### src/hw/ffr_map.svh
// field positions, reset values and timing counts of the block
`ifndef FFR_MAP_SVH
`define FFR_MAP_SVH

// ****************************************************************
// fan configuration register fields
// ****************************************************************
`define FFR_CFG_RESET      16'h0000
`define FFR_CFG_ZERO_BIT   12
`define FFR_CFG_HYS_MSB    11
`define FFR_CFG_HYS_LSB    10
`define FFR_CFG_SFO_BIT    9
`define FFR_CFG_TFO_BIT    8
`define FFR_CFG_RAMP_MSB   7
`define FFR_CFG_RAMP_LSB   5

// ****************************************************************
// timing
// ****************************************************************
`define FFR_CLK_PERIOD_NS  4
`define FFR_MS_NS          1000000
`define FFR_CYC_PER_MS     (`FFR_MS_NS / `FFR_CLK_PERIOD_NS)
`define FFR_MAN_TIMEOUT_MS 10000
`define FFR_RATE_SLOW_MS   10'd1000
`define FFR_RATE_FAST_MS   10'd200

// ****************************************************************
// duty, speed and hysteresis figures
// ****************************************************************
`define FFR_FULL_DUTY      7'h64
`define FFR_NEAR_STEP      7'h01
`define FFR_DEAD_MUL       20
`define FFR_NEAR_MUL       5
`define FFR_HYS_BASE_C     9'sd2

`endif

### src/hw/ffr_pkg.sv
// types and shared arithmetic of the fan fault and ramp block
`include "ffr_map.svh"

package ffr_pkg;

    // ****************************************************************
    // ramp table lookups
    // ****************************************************************
    function automatic logic [9:0] ffr_ramp_ms(input logic [2:0] code);
        ffr_ramp_ms = (code < 3'h3) ? `FFR_RATE_SLOW_MS
                                    : `FFR_RATE_FAST_MS;
    endfunction : ffr_ramp_ms

    // code 7 is not tabled; it behaves as code 6
    function automatic logic [6:0] ffr_ramp_step(input logic [2:0] code);
        case (code)
            3'h0, 3'h3: ffr_ramp_step = 7'h01;
            3'h1, 3'h4: ffr_ramp_step = 7'h02;
            3'h2, 3'h5: ffr_ramp_step = 7'h03;
            default:    ffr_ramp_step = 7'h04;
        endcase
    endfunction : ffr_ramp_step

    // moves a duty toward a goal by at most one step, never past the goal
    function automatic logic [6:0] ffr_move(input logic [6:0] cur,
                                            input logic [6:0] goal,
                                            input logic [6:0] step);
        logic [7:0] sum;
        sum = {1'b0, cur} + {1'b0, step};
        if (goal > cur) begin
            ffr_move = (sum[6:0] > goal || sum[7]) ? goal : sum[6:0];
        end else if (goal < cur) begin
            ffr_move = (cur - goal > step) ? cur - step : goal;
        end else begin
            ffr_move = cur;
        end
    endfunction : ffr_move

    // ****************************************************************
    // state types
    // ****************************************************************
    typedef struct packed {
        logic [31:0] count;
        logic        done;
    } ffr_tick_state_type;

    typedef struct packed {
        logic [15:0] cfg;
        logic [15:0] man_value;
        logic        man_timeout;
        logic [9:0]  interval_ms;
        logic [6:0]  duty;
        logic        full_duty;
        logic        hold;
        logic        step_down_ok;
    } ffr_state_type;

endpackage : ffr_pkg

### src/hw/ffr_tick.sv
// cycle counter that pulses once each time it reaches its limit
`timescale 1ns/10ps

module ffr_tick #(
    parameter int LIMIT = 250000
) (
    input  wire logic sys_clk,
    input  wire logic rst_b,
    input  wire logic ce,
    input  wire logic clear,
    input  wire logic en,
    output logic      done
);
    ffr_pkg::ffr_tick_state_type st;
    ffr_pkg::ffr_tick_state_type next_st;

    always_comb begin
        next_st = st;
        next_st.done = 1'b0;
        if (clear) begin
            next_st.count = 32'h0;
        end else if (en) begin
            if (st.count == 32'(LIMIT - 1)) begin
                next_st.count = 32'h0;
                next_st.done = 1'b1;
            end else begin
                next_st.count = st.count + 32'h1;
            end
        end
    end

    always_ff @(posedge sys_clk or negedge rst_b) begin
        if (!rst_b) begin
            st <= '0;
        end else if (ce) begin
            st <= next_st;
        end
    end

    assign done = st.done;
endmodule : ffr_tick

### src/hw/ffr_hyst.sv
// thermal hysteresis check for stepping down one table level
`timescale 1ns/10ps
`include "ffr_map.svh"

module ffr_hyst (
    input  wire logic signed [7:0] temp,
    input  wire logic signed [7:0] thresh,
    input  wire logic        [1:0] sel,
    output logic                   step_down
);
    logic signed [8:0] margin;
    logic signed [8:0] limit;

    // 2, 4, 6 or 8 degrees
    always_comb begin
        margin = `FFR_HYS_BASE_C + $signed({6'h0, sel, 1'b0});
        limit = $signed({thresh[7], thresh}) - margin;
        step_down = $signed({temp[7], temp}) <= limit;
    end
endmodule : ffr_hyst

### src/hw/ffr_fan_ctl.sv
// fan fault response, duty ramp limiting and hysteresis, top level
`timescale 1ns/10ps
`include "ffr_map.svh"

// Operation
// - With sensor override clear, sensor faults in auto mode or 10s without a manual write in manual mode ramp to full duty.
// - With sensor override set, sensor faults and the manual write rate are ignored and the last value stays in use.
// - In auto mode with override set, good assigned sensors keep control; with none left the duty is held.
// - Only an invalid sensor reading counts as a sensor fault, never an overtemperature.
// - With tach override clear a fan fault ramps to full duty; with it set a fan fault is ignored.
// - Normal control resumes as soon as the fan fault goes away.
// - The three-bit ramp field sets update interval and step size both up and down, always so in PWM mode.
// - In RPM mode the fan speed is sampled every 200 ms or 1000 ms per the ramp field.
// - In RPM mode within 20% of target each duty change is at most 1%.
// - In RPM mode within 5% of target the duty is left unchanged.
// - The two-bit hysteresis field gives 2, 4, 6 or 8 degrees below a table threshold before stepping down.
module ffr_fan_ctl #(
    parameter int CYC_PER_MS = `FFR_CYC_PER_MS,
    parameter int TIMEOUT_MS = `FFR_MAN_TIMEOUT_MS
) (
    input  wire logic               sys_clk,
    input  wire logic               rst_b,
    input  wire logic               ce,
    input  wire logic               cfg_wr_en,
    input  wire logic        [15:0] cfg_wr_data,
    output logic             [15:0] cfg_rd_data,
    input  wire logic               auto_mode,
    input  wire logic               rpm_mode,
    input  wire logic               man_wr_en,
    input  wire logic        [15:0] man_value,
    input  wire logic        [6:0]  lut_duty,
    input  wire logic        [15:0] lut_rpm,
    input  wire logic        [15:0] tach_rpm,
    input  wire logic               fan_fault,
    input  wire logic        [5:0]  sensor_assigned,
    input  wire logic        [5:0]  sensor_fault,
    input  wire logic signed [7:0]  temp,
    input  wire logic signed [7:0]  lut_thresh,
    output logic             [6:0]  duty,
    output logic                    full_duty,
    output logic                    hold,
    output logic                    step_down_ok
);
    ffr_pkg::ffr_state_type st;
    ffr_pkg::ffr_state_type next_st;

    logic              ms_tick;
    logic              man_expired;
    logic              hys_down;
    logic        [2:0] ramp_code;
    logic              sfo;
    logic              tfo;
    logic        [5:0] bad_sensors;
    logic              any_bad;
    logic              all_bad;
    logic              force_full;
    logic              do_hold;
    logic              update;
    logic        [15:0] goal_rpm;
    logic        [6:0] goal_duty;
    logic        [16:0] rpm_err;
    logic        [21:0] err_dead;
    logic        [21:0] err_near;
    logic        [6:0] step;

    // ****************************************************************
    // time bases
    // ****************************************************************
    ffr_tick #(
        .LIMIT (CYC_PER_MS)
    ) u_ms (
        .sys_clk (sys_clk),
        .rst_b   (rst_b),
        .ce      (ce),
        .clear   (1'b0),
        .en      (1'b1),
        .done    (ms_tick)
    );

    // restarted by every manual write and held clear in auto mode
    ffr_tick #(
        .LIMIT (TIMEOUT_MS)
    ) u_man (
        .sys_clk (sys_clk),
        .rst_b   (rst_b),
        .ce      (ce),
        .clear   (man_wr_en | auto_mode),
        .en      (ms_tick),
        .done    (man_expired)
    );

    ffr_hyst u_hyst (
        .temp      (temp),
        .thresh    (lut_thresh),
        .sel       (st.cfg[`FFR_CFG_HYS_MSB:`FFR_CFG_HYS_LSB]),
        .step_down (hys_down)
    );

    // ****************************************************************
    // fault decisions
    // ****************************************************************
    always_comb begin
        ramp_code = st.cfg[`FFR_CFG_RAMP_MSB:`FFR_CFG_RAMP_LSB];
        sfo = st.cfg[`FFR_CFG_SFO_BIT];
        tfo = st.cfg[`FFR_CFG_TFO_BIT];
        // overtemperature is not an input here on purpose
        bad_sensors = sensor_assigned & sensor_fault;
        any_bad = |bad_sensors;
        all_bad = (sensor_assigned != 6'h0)
                  && (bad_sensors == sensor_assigned);
        force_full = 1'b0;
        if (!tfo && fan_fault) begin
            force_full = 1'b1;
        end
        if (!sfo && auto_mode && any_bad) begin
            force_full = 1'b1;
        end
        if (!sfo && !auto_mode && st.man_timeout) begin
            force_full = 1'b1;
        end
        // fan fault outranks a hold; the hold freezes the pre-fault duty
        do_hold = sfo && auto_mode && all_bad && !force_full;
    end

    // ****************************************************************
    // ramp step selection
    // ****************************************************************
    always_comb begin
        goal_rpm = auto_mode ? lut_rpm : st.man_value;
        goal_duty = auto_mode ? lut_duty : st.man_value[6:0];
        if (goal_duty > `FFR_FULL_DUTY) begin
            goal_duty = `FFR_FULL_DUTY;
        end
        if (force_full) begin
            goal_duty = `FFR_FULL_DUTY;
        end
        rpm_err = (tach_rpm > goal_rpm) ? {1'b0, tach_rpm - goal_rpm}
                                        : {1'b0, goal_rpm - tach_rpm};
        err_dead = 22'(rpm_err) * 22'(`FFR_DEAD_MUL);
        err_near = 22'(rpm_err) * 22'(`FFR_NEAR_MUL);
        step = ffr_pkg::ffr_ramp_step(ramp_code);
        if (rpm_mode && !force_full && err_near <= 22'(goal_rpm)) begin
            step = `FFR_NEAR_STEP;
        end
        update = ms_tick
                 && (st.interval_ms + 10'h1
                     >= ffr_pkg::ffr_ramp_ms(ramp_code));
    end

    // ****************************************************************
    // next state
    // ****************************************************************
    always_comb begin
        next_st = st;
        if (cfg_wr_en) begin
            next_st.cfg = cfg_wr_data;
            next_st.cfg[`FFR_CFG_ZERO_BIT] = 1'b0;
        end
        if (man_wr_en) begin
            next_st.man_value = man_value;
        end
        // a new expiry wins over a write in the same cycle
        if (man_expired) begin
            next_st.man_timeout = 1'b1;
        end else if (man_wr_en || auto_mode) begin
            next_st.man_timeout = 1'b0;
        end
        if (ms_tick) begin
            next_st.interval_ms = update ? 10'h0 : st.interval_ms + 10'h1;
        end
        if (update && !do_hold) begin
            if (!rpm_mode || force_full) begin
                next_st.duty = ffr_pkg::ffr_move(st.duty, goal_duty,
                                                 step);
            end else if (err_dead <= 22'(goal_rpm)) begin
                next_st.duty = st.duty;
            end else if (tach_rpm < goal_rpm) begin
                next_st.duty = ffr_pkg::ffr_move(st.duty,
                                                 `FFR_FULL_DUTY,
                                                 step);
            end else begin
                next_st.duty = ffr_pkg::ffr_move(st.duty, 7'h00,
                                                 step);
            end
        end
        next_st.full_duty = force_full;
        next_st.hold = do_hold;
        next_st.step_down_ok = auto_mode && hys_down;
    end

    always_ff @(posedge sys_clk or negedge rst_b) begin
        if (!rst_b) begin
            st <= '0;
            st.cfg <= `FFR_CFG_RESET;
        end else if (ce) begin
            st <= next_st;
        end
    end

    // ****************************************************************
    // outputs
    // ****************************************************************
    assign cfg_rd_data = st.cfg;
    assign duty = st.duty;
    assign full_duty = st.full_duty;
    assign hold = st.hold;
    assign step_down_ok = st.step_down_ok;
endmodule : ffr_fan_ctl

### config.mk
export PLATFORM = sky130hd
export DESIGN_NAME = ffr_fan_ctl
export DESIGN_NICKNAME = d
export VERILOG_FILES = /design/src/hw/ffr_pkg.sv /design/src/hw/ffr_tick.sv /design/src/hw/ffr_hyst.sv /design/src/hw/ffr_fan_ctl.sv
export VERILOG_INCLUDE_DIRS = /design/src /design/src/hw
export SDC_FILE = /design/constraint.sdc
export NUM_CORES = 1
export LEC_CHECK = 0
export BUFFER_PORTS_ARGS = -buffer_cell sky130_fd_sc_hd__buf_4
export CAP_MARGIN = 20
export CORE_ASPECT_RATIO = 0.75
export CORE_MARGIN = 2
export CORE_UTILIZATION = 36
export DETAILED_ROUTE_END_ITERATION = 10
export SYNTH_ARGS = -nofsm -noshare
export SYNTH_HDL_FRONTEND = slang
export SYNTH_HIERARCHICAL = 1
export SYNTH_SLANG_ARGS = --single-unit
### constraint.sdc
create_clock -name sys_clk -period 25.6 [get_ports sys_clk]
set_clock_uncertainty 0.1 [all_clocks]
set_input_delay 1.28 -clock sys_clk [delete_from_list [all_inputs] [get_ports sys_clk]]
set_output_delay 1.28 -clock sys_clk [all_outputs]
set_load 0.02 [all_outputs]
# Word level (Yosys, flattened, before mapping)
# Index checks and enable logic that the tools add are counted.
# word_totals
regBits	118
latchBits	0
ramBits	0
mem_bits_ro	0
word_cells	134
n_memories	0
# op_classes
n_addsub	11
mul	2
div_mod_pow	0
n_lt_le_gt_ge	20
eq_ne	11
n_shift	0
n_mux	36
n_bitwise	2
reduce_logical	40
# ops
op	count
7-bit two-way mux	19
32-bit two-way mux	3
32-bit by 1-bit adder with 32-bit output (second input constant)	2
16-bit by 3-bit multiplier with 19-bit output (second input constant)	2
7-bit > comparator	5
33-bit two-way mux	1
32-bit by 14-bit equality test with 1-bit output (second input constant)	1
32-bit by 18-bit equality test with 1-bit output (second input constant)	1
16-bit two-way mux	2
16-bit subtractor	2
21-bit by 16-bit less-or-equal comparator with 1-bit output	1
10-bit two-way mux	2
19-bit by 16-bit less-or-equal comparator with 1-bit output	1
16-bit > comparator	1
16-bit less-than comparator	1
7-bit > comparator (second input constant)	2
1-bit logical AND	14
7-bit subtractor	2
10-bit by 1-bit adder with 10-bit output (second input constant)	1
10-bit greater-or-equal comparator	1
2-bit AND reduction	5
8-bit by 9-bit less-or-equal comparator with 1-bit output	1
3-bit one-hot mux with 3 select lines	1
8-bit by 5-bit subtractor with 9-bit output	1
29 further kinds	50

# Depth between registers and ports, before layout
# logic_depth
word_depth	17
depth_mapped	49
depth_no_buf	45

# Hierarchy
# The synthesis kept the hierarchy.
# modules_own_cells
module	n_inst	cells_per_inst	area_per_inst_um2	seq_area_each_um2
ffr_fan_ctl	1	896	7546.0	1301.2
ffr_tick (u_man)	1	207	1971.9	825.8
ffr_tick (u_ms)	1	210	1860.5	825.8
ffr_hyst	1	50	417.9	0.0

# Worst setup path before layout
# No wires, ideal clock.
# synth_timing
kind	in2reg
from	input auto_mode
to	register st (netlist bit duty[3])
t_arrival_ns	10.869
required_time_ns	25.381
path_slack_ns	14.512
cell_stages	47
path_buffers	6
cell_sequence	buf_4 > clkbuf_1 > clkbuf_1 > buf_1 > mux2i_1 > inv_1 > ha_1 > buf_4 > nand4_4 > or2_1 > a31o_4 > a21oi_4 > buf_4 > mux2_2 > a21oi_1 > xnor2_1 > ha_1 > ha_1 > [... 11 more ...] > o22ai_1 > a21oi_1 > a21oi_1 > nor2b_1 > fa_1 > a21o_1 > nor3b_1 > xnor2_1 > inv_1 > ha_1 > a21oi_1 > o21ai_0 > o22a_1 > a311oi_2 > a221oi_1 > o221ai_1 > o311ai_1 > o21a_1
# synth_via
elab_chain_cells	16
word_cells_on_any_way	65
classes_between	5 x add/sub; 2 x mul; 13 x order compare; 3 x eq/ne; 23 x mux; 19 x reduce/logical
# synth_rtl
element	line_no	rtl
from (decl)	ffr_fan_ctl.sv:27	input wire logic auto_mode,
parallel branches: the longest is 16 deep, another holds 16-bit by 3-bit multiplier with 19-bit output	-	
to (signal assigned)	ffr_fan_ctl.sv:196	st <= next_st;
to (decl)	ffr_fan_ctl.sv:44	ffr_pkg::ffr_state_type st;
# Several ways; the timed one is not identified. The select of a mux whose other input is x is not followed.
# A chain may end at the register's enable or synchronous reset.

# Worst setup path after layout
# Ends and elaborated chain as after synthesis.

==> impl.org <==
** Status
- Result of the run :: finished, final reports clean

** Timing
- In the final timing run, aggregate negative setup slack is 0 ps.
- Setup violations remaining at the end of the flow were counted as 0.
- The worst path meets setup with between 10000 and 15000 ps of slack.
- Slew at the pin closest to its max-slew limit :: 914 ps
- Subtracting the final worst setup slack from the clock period gives 12150 ps.
- Relative slew slack :: between 30% and 40%
- The final critical path takes up 47.5% of the cycle.
- Derived from the worst setup path, the maximum achievable clock frequency is roughly 0.082 GHz.
- The number of pins with negative max-slew slack in the final report is 0.
- Final-layout worst hold slack :: approximately 400 ps
- RSZ-0062 raised after global routing :: no
- Number of endpoints with negative hold slack in the final report :: 0

** Hold path
- Hold Crit Class :: register to register

** Die
- Core ar. :: around 32000 um^2
- Full die area :: 34200 um^2
- In this run the count of I/O pins placed on the die edge is between 100 and 150.
- In this run the horizontal extent of the chip is roughly 210 um.
- Row generation in the floorplan step produced 57 rows.
- The floorplan step set the die height to around 160 um.
- For this configuration, the core starts out at a cell density of 36.5%.

** Power and ir drop
- Power density over the cells :: about 82 nW/um^2
- Leak :: between 6 and 7 nW
- Registers are responsible for a little under a fifth of the overall power.
- The clock network burns 21.9% of the power.
- The completed layout was analyzed and its total power is ~1.1 mW.
- Combinational Power Share :: 59.8%
- Internal :: about 0.62 mW
- Maximum VDD drop :: approximately 0.057 mV
- Net switching is 43.6% of the power.
- NetSw :: between 0.4 and 0.5 mW

** Clocking
- Gates resized during post-CTS repair numbered 0.
- Worst-Skew Late Latency :: about 420 ps
- The number of clock buffers added by TritonCTS is 17.
- TritonCTS built the clock tree.
- For this design, the CTS-stage hold fixing added 0 buffers.
- Clock input transition at the sequential cells of the worst setup and hold paths :: approximately 60 ps
- Clock Tree Root :: sky130_fd_sc_hd__clkbuf_16
- H-Tree Level Count :: 4
- Count of clock tree sinks :: approximately 120
- Counting along the longest clock path gives a buffer depth of 2.
- The number of setup buffers added after CTS is 0.

** Critical path
- Worst path most repeated cell :: sky130_fd_sc_hd__a21oi_1
- By startpoint and endpoint, the worst setup path is classified as input port to register.
- The worst register-to-register path has a depth of 42.
- Crit-path max cell delay :: around 650 ps
- STA classifies the critical path endpoint as a register.
- Critical Path Fanout Max :: 34
- The slowest stage of the critical path is the sky130_fd_sc_hd__mux2i_1 cell.
- Kind of launch point of the worst setup path :: input port
- Worst Setup EP :: duty[3]$_DFFE_PN0P_
- Arrival time worst endpoint :: 12360 ps
- Start point of the critical path :: auto_mode
- STA puts the critical path data required time at approximately 26000 ps.
- Worst reg2reg endpoint :: duty[3]$_DFFE_PN0P_
- Startpoint of the worst register-to-register path :: st[27]$_DFFE_PN0P_
- Across all register-to-register paths, the minimum setup slack is around 14000 ps.

** Placed design
- DPL Wire Length :: ~26 mm
- Total instance count after detailed placement :: roughly 1900
- Prior to clock tree synthesis, the placed netlist has a worst setup slack of about 13000 ps.
- Routability-driven placement finished with a final weighted congestion of slightly above 0.9.
- PortBufs :: 130
- Summing all placed instances gives a cell area of about 13000 um^2.

** Final layout
- Fill cells in the final layout number roughly 3200.
- Summing all flip-flop and latch instances after layout gives a little under 3000 um^2.
- Syn-to-layout area delta :: 14.8%
- Area used by multi-input combinational logic :: 8110 um^2
- End-of-flow core utilization :: about two fifths
- The finished layout holds 1912 standard cells, fillers aside.
- In the final layout, the share of cells above drive strength 1 is 17.7%.
- Post-layout net count :: between 1500 and 2000
- In the layout the commonest cells are sky130_fd_sc_hd__ha_1 (135), sky130_fd_sc_hd__buf_4 (135), sky130_fd_sc_hd__dfrtp_1 (118), sky130_fd_sc_hd__nand2_1 (103), sky130_fd_sc_hd__nor2_1 (97).
- Layout Cell Area excl Fill :: about 14000 um^2

** GRT
- In the global route stage, overall resource usage came out at slightly below 20%.
- Initial antenna violation count :: 2
- Largest net degree at the start of global routing :: 80
- Vias in the first global route :: around 10000
- For this run the aggregate overflow at the end of global routing stands at 0.
- The first global-routing pass estimated around 54 mm of wire.

** Drt
- Summed over all layers, the routed wires come to roughly 33 mm.
- In this run the remaining antenna-violating nets after routing total 0.
- In the routed layout, each cell is associated on average with a via count of ~5.5.
- In this run, the number of DRC markers left after iteration 0 of detailed routing was between 700 and 800.
- Vias :: approximately 10000
- Number of iterations in the first detailed-routing pass :: 5
- After detailed routing, the average wire length per cell comes to between 15 and 20 um.
- Number of design rule violations left after detail routing :: 0

** Synth
- The share of the Yosys chip area taken by registers is roughly a quarter.
- The synthesized netlist occupies a cell area of between 10000 and 15000 um^2.
- For this run, the leading register cell type out of synthesis is sky130_fd_sc_hd__dfrtp_1.
- Gate Count Post-Synth :: 1363
- Averaged over all synthesized cells, the footprint is 8.65 um^2.
- In this run, distinct cell masters in the synthesized netlist total between 100 and 150.
- Post-synth EDFFs :: 0
- After synthesis, the share of flip-flops with an asynchronous set or reset is 100%.
- Yosys printed 6 warnings.
- Flops & latches, synth :: approximately 120

** Run
- The tool flagged a number of max-cap violations equal to 0.
-- metal layers --
layer / up-vias / share of wire (%) / track usage [%]
met1: 5025 / 49 / 28.6
li1: 5125 / - / -
met2: 265 / 44 / 30.0
met5: - / 0 / 0
met3: 24 / 5.4 / 3.99
met4: 0 / 1.6 / 4.77
-- synth_stat cells, types with 13 or more instances --
master	n	area, um^2
sky130_fd_sc_hd__dfrtp_1	118	2950
sky130_fd_sc_hd__a31oi_1	19	119
sky130_fd_sc_hd__nor3_1	31	155
sky130_fd_sc_hd__a21o_1	29	218
sky130_fd_sc_hd__mux2i_1	30	300
sky130_fd_sc_hd__nand3_1	63	315
sky130_fd_sc_hd__nand2_1	103	387
sky130_fd_sc_hd__nor2b_1	21	131
sky130_fd_sc_hd__ha_1	135	1690
sky130_fd_sc_hd__o21a_1	16	120
sky130_fd_sc_hd__o21ai_0	66	330
sky130_fd_sc_hd__buf_2	13	65.1
sky130_fd_sc_hd__inv_1	82	308
sky130_fd_sc_hd__a21oi_1	71	355
sky130_fd_sc_hd__clkbuf_1	18	67.6
sky130_fd_sc_hd__a211oi_1	13	97.6
sky130_fd_sc_hd__xnor2_1	49	429
sky130_fd_sc_hd__and3_1	26	163
sky130_fd_sc_hd__nor4_1	17	106
sky130_fd_sc_hd__buf_4	32	240
sky130_fd_sc_hd__nor2_1	97	364
sky130_fd_sc_hd__nand4_1	28	175
sky130_fd_sc_hd__xor2_1	32	280
sky130_fd_sc_hd__nand2b_1	17	106
sky130_fd_sc_hd__mux2_2	38	428
-- power groups by stage --
| stage | clock network [mW] | registers [mW] | logic [mW] |
|---|---|---|---|
| floorplan | 0 | 0.203 | 0.495 |
| global placement | 0 | 0.205 | 0.629 |
| detailed placement | 0 | 0.206 | 0.647 |
| CTS | 0.247 | 0.202 | 0.652 |
| global route | 0.256 | 0.203 | 0.747 |
| finish | 0.242 | 0.202 | 0.661 |
-- critical path, delay by kind of cell --
family,cells,cell delay (ps)
XOR/XNOR,3,670
multiplexers,2,1070
buffers and inverters,3,650
AND/OR/NAND/NOR,7,1170
adder cells (fa/ha/maj),6,2290
AO/OA/AOI/OAI,21,5180
-- area by class of cell --
class,instances,area share (%)
Timing Repair Buffer,137,7.71
Tap cell,442,4.08
Clock buffer,19,3.27
Clock inverter,12,0.951
Antenna cell,2,0.0369
Sequential cell,118,21.8
Inverter,82,2.27
Multi-Input combinational cell,1100,59.9
-- cells by family (layout without fill, tap and decap cells) --
| logic type | after synthesis | in the layout | share of synthesized area, % |
|---|---|---|---|
| and+or+nand+nor | 484 | 484 | 22.2 |
| AOI/OAI and AO/OA | 315 | 315 | 18.4 |
| buffers and inverters | 152 | 250 | 6.42 |
| adders and majority gates | 142 | 142 | 15.5 |
| DFF | 118 | 118 | 25.0 |
| xor gates and xnor gates | 81 | 81 | 6.01 |
| muxes | 69 | 69 | 6.30 |
| other | 2 | 11 | 0.0637 |
-- worst min path at each step --
stage	startpoint	end	slack (ps)	depth (start not counted)
5_1_grt	cfg_rd_data[14]$_DFFE_PN0P_	cfg_rd_data[14]$_DFFE_PN0P_	420	1
6_report	st[20]$_DFFE_PN0P_	st[20]$_DFFE_PN0P_	400	1
2_1_floorplan	st[20]$_DFFE_PN0P_	st[20]$_DFFE_PN0P_	370	1
4_1_cts	st[31]$_DFFE_PN0P_	st[31]$_DFFE_PN0P_	410	1
3_3_place_gp	st[35]$_DFFE_PN0P_	st[35]$_DFFE_PN0P_	390	1
3_5_place_dp	st[31]$_DFFE_PN0P_	st[31]$_DFFE_PN0P_	390	1
-- state kept, by name, indices dropped and copies added (netlist names), 7 cells and up --
register and cells:
u_man/st 32, cfg_rd_data 15, u_ms/st 32, duty 7, st 27
Power figures use the tool's default switching activity.
